`src/gpio_regs.vh`:
```
// register map, field positions, reset values and bus codes of the gpio port
// assumes a 32-bit axi4-lite register bus with word-aligned registers
`ifndef GPIO_REGS_VH
`define GPIO_REGS_VH

// ==================================================================
// register byte offsets
`define GPIO_OFS_OUTPUT      8'h00
`define GPIO_OFS_DIRECTION   8'h04
`define GPIO_OFS_INPUT       8'h08
`define GPIO_OFS_SPECIAL     8'h0c
`define GPIO_OFS_OUT_SET     8'h10
`define GPIO_OFS_OUT_CLR     8'h14
`define GPIO_OFS_DIR_SET     8'h18
`define GPIO_OFS_DIR_CLR     8'h1c

// ==================================================================
// widths, fields and reset values
`define GPIO_PIN_COUNT       8
`define GPIO_ADDR_W          8
`define GPIO_PUD_BIT         0
`define GPIO_RST_OUTPUT      8'h00
`define GPIO_RST_DIRECTION   8'h00
`define GPIO_RST_PUD         1'b0

// ==================================================================
// bus response codes
`define GPIO_RESP_OKAY       2'b00
`define GPIO_RESP_SLVERR     2'b10

// ==================================================================
// timing: a written value reaches the input register after this many clocks
`define GPIO_READBACK_CYCLES 1

`endif

```
`src/gpio_port.v`:
```
// eight-pin general purpose i/o port with an axi4-lite register slave
// assumes i_pin is asynchronous; sleep clamp and interrupt enables come from
// logic on i_ref_clk; the pad resolves level from out, enable and pull-up
//
// Summary of operation
// - output and direction registers read/write, input register read only.
// - global pull-up disable bit switches off pull-ups on all pins.
// - direction bit one makes pin output, zero makes it input.
// - output pin driven to its value bit regardless of pull-up disable.
// - input pin pulled up only if value bit one and disable clear.
// - all pins tri-stated during reset, asynchronously, without clock.
// - set and clear registers change single pins, others untouched.
// - input register shows synchronised pin level in either direction.
// - falling-edge capture then rising-edge capture forms the synchroniser.
// - external pin change visible after half to one and a half clocks.
// - written pin value readable one clock later; software waits one cycle.
// - sleep clamp grounds each pin's digital input path.
// - clamp skipped on pins with their external interrupt enabled.
// - clamp release on a high pin yields the edge flagging its interrupt.
// - pull-ups switched off while reset is held.
// - per-pin logic keeps other pins unaffected by any one pin's use.
//
// The AXI4-Lite interface to the registers and the placing of the registers are this design's own decisions.
`timescale 1ns/1ps
`include "gpio_regs.vh"

module gpio_port (
    input  wire                      i_ref_clk,
    input  wire                      i_rst_n,
    // axi4-lite slave
    input  wire [`GPIO_ADDR_W-1:0]   i_axi_awaddr,
    input  wire                      i_axi_awvalid,
    output reg                       o_axi_awready,
    input  wire [31:0]               i_axi_wdata,
    input  wire [3:0]                i_axi_wstrb,
    input  wire                      i_axi_wvalid,
    output reg                       o_axi_wready,
    output reg  [1:0]                o_axi_bresp,
    output reg                       o_axi_bvalid,
    input  wire                      i_axi_bready,
    input  wire [`GPIO_ADDR_W-1:0]   i_axi_araddr,
    input  wire                      i_axi_arvalid,
    output reg                       o_axi_arready,
    output reg  [31:0]               o_axi_rdata,
    output reg  [1:0]                o_axi_rresp,
    output reg                       o_axi_rvalid,
    input  wire                      i_axi_rready,
    // sleep controller and interrupt enables
    input  wire                      i_sleep_clamp,
    input  wire [`GPIO_PIN_COUNT-1:0] i_ext_int_en,
    // pads
    input  wire [`GPIO_PIN_COUNT-1:0] i_pin,
    output reg  [`GPIO_PIN_COUNT-1:0] o_pin_out,
    output reg  [`GPIO_PIN_COUNT-1:0] o_pin_oe,
    output reg  [`GPIO_PIN_COUNT-1:0] o_pullup_en,
    output wire [`GPIO_PIN_COUNT-1:0] o_port_input_register
);

    // ==================================================================
    // state
    // o_pin_out is the output register and o_pin_oe the direction register
    reg                        global_pullup_disable;
    reg                        aw_hold;
    reg                        w_hold;
    reg [`GPIO_ADDR_W-1:0]     aw_addr;
    reg [7:0]                  w_data;
    reg                        w_lane0;

    wire [`GPIO_PIN_COUNT-1:0] port_output_register;
    wire [`GPIO_PIN_COUNT-1:0] port_direction_register;
    wire [`GPIO_PIN_COUNT-1:0] pin_digital_in;

    assign port_output_register    = o_pin_out;
    assign port_direction_register = o_pin_oe;

    // ==================================================================
    // write channel bookkeeping
    wire aw_take    = i_axi_awvalid & o_axi_awready;
    wire w_take     = i_axi_wvalid & o_axi_wready;
    wire write_fire = aw_hold & w_hold & ~o_axi_bvalid;

    reg next_aw_hold;
    reg next_w_hold;

    always @* begin
        next_aw_hold = aw_hold ? ~write_fire : aw_take;
        next_w_hold  = w_hold  ? ~write_fire : w_take;
    end

    // ==================================================================
    // register write decode; set/clear words touch only the one-bits
    reg [`GPIO_PIN_COUNT-1:0] next_port;
    reg [`GPIO_PIN_COUNT-1:0] next_dir;
    reg                       next_pud;
    reg                       write_known;

    always @* begin
        next_port   = port_output_register;
        next_dir    = port_direction_register;
        next_pud    = global_pullup_disable;
        write_known = 1'b1;
        case (aw_addr)
            `GPIO_OFS_OUTPUT:    write_known = 1'b1;
            `GPIO_OFS_DIRECTION: write_known = 1'b1;
            `GPIO_OFS_INPUT:     write_known = 1'b1;
            `GPIO_OFS_SPECIAL:   write_known = 1'b1;
            `GPIO_OFS_OUT_SET:   write_known = 1'b1;
            `GPIO_OFS_OUT_CLR:   write_known = 1'b1;
            `GPIO_OFS_DIR_SET:   write_known = 1'b1;
            `GPIO_OFS_DIR_CLR:   write_known = 1'b1;
            default:             write_known = 1'b0;
        endcase
        if (write_fire && w_lane0) begin
            case (aw_addr)
                `GPIO_OFS_OUTPUT:    next_port = w_data;
                `GPIO_OFS_DIRECTION: next_dir  = w_data;
                `GPIO_OFS_SPECIAL:   next_pud  = w_data[`GPIO_PUD_BIT];
                `GPIO_OFS_OUT_SET:   next_port = port_output_register | w_data;
                `GPIO_OFS_OUT_CLR:   next_port = port_output_register & ~w_data;
                `GPIO_OFS_DIR_SET:   next_dir  = port_direction_register | w_data;
                `GPIO_OFS_DIR_CLR:   next_dir  = port_direction_register & ~w_data;
                default:             next_port = port_output_register;
            endcase
        end
    end

    // ==================================================================
    // registers and pad controls; async reset tri-states and drops pull-ups
    // the pull-up flop is loaded from next values so it tracks the registers
    // in the same cycle rather than lagging one clock behind them
    always @(posedge i_ref_clk or negedge i_rst_n) begin
        if (!i_rst_n) begin
            o_pin_out             <= `GPIO_RST_OUTPUT;
            o_pin_oe              <= `GPIO_RST_DIRECTION;
            o_pullup_en           <= {`GPIO_PIN_COUNT{1'b0}};
            global_pullup_disable <= `GPIO_RST_PUD;
        end else begin
            o_pin_out             <= next_port;
            o_pin_oe              <= next_dir;
            o_pullup_en           <= ~next_dir & next_port
                                     & {`GPIO_PIN_COUNT{~next_pud}};
            global_pullup_disable <= next_pud;
        end
    end

    // ==================================================================
    // axi write channels
    always @(posedge i_ref_clk or negedge i_rst_n) begin
        if (!i_rst_n) begin
            aw_hold       <= 1'b0;
            w_hold        <= 1'b0;
            aw_addr       <= {`GPIO_ADDR_W{1'b0}};
            w_data        <= 8'h00;
            w_lane0       <= 1'b0;
            o_axi_awready <= 1'b0;
            o_axi_wready  <= 1'b0;
            o_axi_bvalid  <= 1'b0;
            o_axi_bresp   <= `GPIO_RESP_OKAY;
        end else begin
            aw_hold       <= next_aw_hold;
            w_hold        <= next_w_hold;
            o_axi_awready <= ~next_aw_hold;
            o_axi_wready  <= ~next_w_hold;
            if (aw_take) begin
                aw_addr <= i_axi_awaddr;
            end
            if (w_take) begin
                w_data  <= i_axi_wdata[7:0];
                w_lane0 <= i_axi_wstrb[0];
            end
            if (write_fire) begin
                o_axi_bvalid <= 1'b1;
                o_axi_bresp  <= write_known ? `GPIO_RESP_OKAY : `GPIO_RESP_SLVERR;
            end else if (o_axi_bvalid && i_axi_bready) begin
                o_axi_bvalid <= 1'b0;
            end
        end
    end

    // ==================================================================
    // axi read channel: one read in flight, answered the cycle after arready
    reg [31:0] read_word;
    reg        read_known;

    always @* begin
        read_word  = 32'h0000_0000;
        read_known = 1'b1;
        case (i_axi_araddr)
            `GPIO_OFS_OUTPUT:    read_word[7:0] = port_output_register;
            `GPIO_OFS_DIRECTION: read_word[7:0] = port_direction_register;
            `GPIO_OFS_INPUT:     read_word[7:0] = o_port_input_register;
            `GPIO_OFS_SPECIAL:   read_word[`GPIO_PUD_BIT] = global_pullup_disable;
            `GPIO_OFS_OUT_SET:   read_known = 1'b1;
            `GPIO_OFS_OUT_CLR:   read_known = 1'b1;
            `GPIO_OFS_DIR_SET:   read_known = 1'b1;
            `GPIO_OFS_DIR_CLR:   read_known = 1'b1;
            default:             read_known = 1'b0;
        endcase
    end

    always @(posedge i_ref_clk or negedge i_rst_n) begin
        if (!i_rst_n) begin
            o_axi_arready <= 1'b0;
            o_axi_rvalid  <= 1'b0;
            o_axi_rdata   <= 32'h0000_0000;
            o_axi_rresp   <= `GPIO_RESP_OKAY;
        end else begin
            if (i_axi_arvalid && o_axi_arready) begin
                o_axi_arready <= 1'b0;
                o_axi_rvalid  <= 1'b1;
                o_axi_rdata   <= read_word;
                o_axi_rresp   <= read_known ? `GPIO_RESP_OKAY : `GPIO_RESP_SLVERR;
            end else if (o_axi_rvalid) begin
                if (i_axi_rready) begin
                    o_axi_rvalid  <= 1'b0;
                    o_axi_arready <= 1'b1;
                end
            end else begin
                o_axi_arready <= 1'b1;
            end
        end
    end

    // ==================================================================
    // input path: clamp ahead of the synchroniser, one slice per pin
    // the clamp gates the raw level before the first flop, so releasing it on a
    // high pin shows as a rising edge to interrupt logic watching the input
    genvar gi;
    generate
        for (gi = 0; gi < `GPIO_PIN_COUNT; gi = gi + 1) begin : g_pin
            assign pin_digital_in[gi] = i_pin[gi]
                                        & ~(i_sleep_clamp & ~i_ext_int_en[gi]);
            gpio_sync u_sync (
                .i_ref_clk (i_ref_clk),
                .i_rst_n   (i_rst_n),
                .i_level   (pin_digital_in[gi]),
                .o_sampled (o_port_input_register[gi])
            );
        end
    endgenerate

endmodule

```
`src/gpio_sync.v`:
```
// one-pin input synchroniser: falling-edge capture stage, then rising-edge stage
// assumes the pin level is asynchronous to i_ref_clk and already clamp-gated
`timescale 1ns/1ps

module gpio_sync (
    input  wire i_ref_clk,
    input  wire i_rst_n,
    input  wire i_level,
    output reg  o_sampled
);

    reg stage_low;

    // ==================================================================
    // first stage closes on the falling edge, like a latch open while high
    always @(negedge i_ref_clk or negedge i_rst_n) begin
        if (!i_rst_n) begin
            stage_low <= 1'b0;
        end else begin
            stage_low <= i_level;
        end
    end

    // ==================================================================
    // second stage: only reader of the first stage, gives half to 1.5 clocks
    always @(posedge i_ref_clk or negedge i_rst_n) begin
        if (!i_rst_n) begin
            o_sampled <= 1'b0;
        end else begin
            o_sampled <= stage_low;
        end
    end

endmodule

```
`config.mk`:
```
export PLATFORM = sky130hd
export DESIGN_NAME = gpio_port
export DESIGN_NICKNAME = d
export VERILOG_FILES = /design/src/gpio_port.v /design/src/gpio_sync.v
export VERILOG_INCLUDE_DIRS = /design/src
export SDC_FILE = /design/constraint.sdc
export NUM_CORES = 1
export LEC_CHECK = 0
export BUFFER_PORTS_ARGS = -buffer_cell sky130_fd_sc_hd__buf_4
export CORE_UTILIZATION = 28
export DETAILED_ROUTE_END_ITERATION = 7
export GPL_TIMING_DRIVEN = 0
export MAX_ROUTING_LAYER = met4
export SLEW_MARGIN = 20
export SYNTH_ARGS = -nofsm -noshare
export SYNTH_HDL_FRONTEND = slang
export SYNTH_SLANG_ARGS = --single-unit
```
`constraint.sdc`:
```
create_clock -name i_ref_clk -period 5.63 [get_ports i_ref_clk]
set_input_delay 0.8445 -clock i_ref_clk [delete_from_list [all_inputs] [get_ports i_ref_clk]]
set_output_delay 0.8445 -clock i_ref_clk [all_outputs]
set_load 0.01 [all_outputs]
```
==> flow_summary.ini <==
[clock_network]
cts_hold_buffers = 0
tritoncts.num_buffers = 9
clk_path_buf_depth = 2
cts_resized = 0
clockRootBuffer = sky130_fd_sc_hd__clkbuf_16
clock_sink_count = 75
clk_slew_on_worst_s_h_paths_ns = 0.06
clock_tree.htree_level_count = 3
cts_post_setup_buffers_inserted = 0
cts_tree = yes
clk_latency_ns = 0.33

[floorplan]
core_region_area_mm2 = 0.01221
num_io_pins = 149
initial_core_util = 0.2929
die_width_um = 115.0
fp_rows = 40
die_h_um = 115.0
dieArea_mm2 = 0.01323

[critical_path]
timing.critical_path.from_type = primary input
cp_max_fo = 75
critical_path.endpoint_type = async pin
worstPathRequired_ns = 3.23
worst_path_dominant_cell_family = buffers and inverters
worst_setup_path_startpoint = i_rst_n
crit_buf_inv = 1
reg2reg_setup_slack_ns = 2.35
worst_path_cell_chain = buf_4
worstPathArrival_ns = 1.61
timing.rr.end = g_pin[2].u_sync.o_sampled
reg2reg_depth = 0
cpPeakStageDelay_ns = 0.67
setup.worst_path.class = primary input to async pin
timing.rr.start = g_pin[2].u_sync.stage_low
worst_path_max_delay_cell = sky130_fd_sc_hd__buf_4

[power]
power.density_mw_per_mm2 = 401.9
ir_drop_worst_vdd_uv = 156.2
power_leakage_uw = 0.002337
post-layout-total-power_uw = 1971

[finish]
final_cell_mix = sky130_fd_sc_hd__buf_4 (127), sky130_fd_sc_hd__dfrtp_1 (67), sky130_fd_sc_hd__conb_1 (26), sky130_fd_sc_hd__nor2_1 (23), sky130_fd_sc_hd__inv_1 (21)
n_fill_cell = 1236
post_route_cells_drive_above_1_share = 0.3913
regArea_mm2 = 0.001877
nNetsFinal = 531
multiInputGateArea_mm2 = 0.001369
layout_commonest_cell = sky130_fd_sc_hd__buf_4
synthToLayoutAreaGrowth_pct = 37.11
n_antenna_cell = 0

[timing]
grt_setup_unrepaired = false
worst-slew-pin-transition_ns = 0.9520
fin_ws_ns = 1.629
timing_hold_violations_final = 0
skew_ns = 0.009769
drv_slew = 0
setup_total_negative_slack_ns = 0
setup_violations = 0
relSlewSlack = 0.3653

[yosys]
postSynthAreaPerCell_um2 = 10.97
synth_seq_area_share = 0.5247
synth-edff-count = 0
top_reg_cell_synth = sky130_fd_sc_hd__dfrtp_1
yosysUniqueCellTypes = 43
share_of_synthesized_flip_flops_with_an_asynchronous_set_or_reset = 1.000
ys_seq_elements = 75
yosysWarnings = 0
synth_area_mm2 = 0.003577
netlist_instances = 326

[routing]
antenna_left = 0
route.met3.wl_um = 675
route.detailed.wl_per_inst_um = 13.95
initialDrtViolationCount = 105
wl_met1_um = 3878
detail_route.first_pass.iterations = 4
topRoutingLayerUsed = met4
route.vias.total = 2762
routed_wirelength_um = 8758
met2_length_um = 4081
drt-vias-per-instance = 4.398
post-route-drc-count = 0

[worst_hold_path]
hold_depth = 2
hold_path_end = o_axi_bresp[1]
min_from = o_axi_bresp[1]
timing.hold.worst.class = flip-flop to flip-flop

[placed_design]
buffer_ports.inserted = 93
globalplace.congestion = 0.8348
hpwlAfterDp_um = 6483
post-place-ws_ns = 1.213

[global_route]
first_pass_grt_wire_length_um = 14060
grt_antenna_before_repair = 0
grt_use_total = 0.1440
globalRouteOverflowTotal = 0
vias_in_the_first_global_route = 2733
grt_start_max_net_pins = 76

[job]
drv_cap = 0

[outcome]
run_status = finished clean
-- cell families (layout without fill, tap and decap cells) --
kind of cell | after synthesis | count (layout) | share of synthesized area
other cells | 1 | 26 | 0.001048
compound gates | 66 | 66 | 0.1329
buf+inv | 74 | 183 | 0.1203
flops | 75 | 75 | 0.5247
mux | 27 | 27 | 0.08570
simple gates | 83 | 83 | 0.1354
-- sequential cells by signal, indices dropped and copies added, names as in the netlist, 8 cells and up --
| name | count |
|---|---|
| g_pin.u_sync.stage_low | 8 |
| w_data | 8 |
| o_pullup_en | 8 |
| o_pin_oe | 8 |
| o_axi_rdata | 8 |
| g_pin.u_sync.o_sampled | 8 |
| aw_addr | 8 |
| o_pin_out | 8 |
-- metal layers --
metal	global-route usage	vias up
met4	0.04675	0
met3	0.04270	9
met5	-	-
met1	0.1827	1301
li1	-	1364
met2	0.2197	88
-- cells in the mapped netlist (all sizes together), types with 3 or more instances --
library cell   n  area share
nor3           9       0.013
a2111o         3      0.0094
inv           21       0.022
dfrtp         67        0.47
buf           41       0.086
a21oi         16       0.023
mux2          19       0.060
o21ai         14       0.020
or4b           8       0.022
a21boi         8       0.017
nor2          23       0.024
nand2         15       0.016
a211oi         6       0.014
a22o           7       0.017
nand4          8       0.014
clkbuf        12       0.013
dfrtn          8       0.056
nor4           9       0.019
mux2i          7       0.020
a2111oi        8       0.022
-- final cells by class --
class	count	share of cell area
sequential	75	0.3827
buffer	53	0.07168
tap	168	0.04286
clock buffer	14	0.06250
inverter	21	0.01607
clock inverter	2	0.002806
multi-input combinational	202	0.2791
timing repair buffer	93	0.1423
-- power by group --
| group | switching, uW | internal (uW) | leakage (uW) |
|---|---|---|---|
| Clock | 211 | 376 | 0.000159 |
| Sequential | 120 | 665 | 0.000954 |
| Combinational | 316 | 283 | 0.00122 |
| Total | 647 | 1320 | 0.00234 |
-- worst max-delay path by stage --
| stage | slack (ns) | to | depth (start not counted) |
|---|---|---|---|
| after global placement | 1.24 | g_pin[4].u_sync.stage_low | 1 |
| after global routing | 1.45 | g_pin[2].u_sync.stage_low | 1 |
| final | 1.63 | g_pin[3].u_sync.stage_low | 1 |
| after floorplan | 1.71 | g_pin[0].u_sync.stage_low | 1 |
| after CTS | 1.58 | g_pin[1].u_sync.stage_low | 1 |
| after detailed placement | 1.21 | g_pin[4].u_sync.stage_low | 1 |
-- worst min-delay path: stages, from the launching register on --
cell	delay [ns]
sky130_fd_sc_hd__dfrtp_1	0.35
sky130_fd_sc_hd__nand2_1	0.05
sky130_fd_sc_hd__o21ai_0	0.06
-- metrics by stage --
step           area (um2)  hold WS [ns]    util  cells
2_1_floorplan        3671        0.4804       -    351
3_3_place_gp         4579        0.4769  0.3750    612
3_5_place_dp         4584        0.4760  0.3754    612
4_1_cts              4905        0.4884  0.4016    628
5_1_grt              4905        0.5269  0.4016    628
6_report             4905        0.4865  0.4016    628
(Power assumes the default switching activity.)
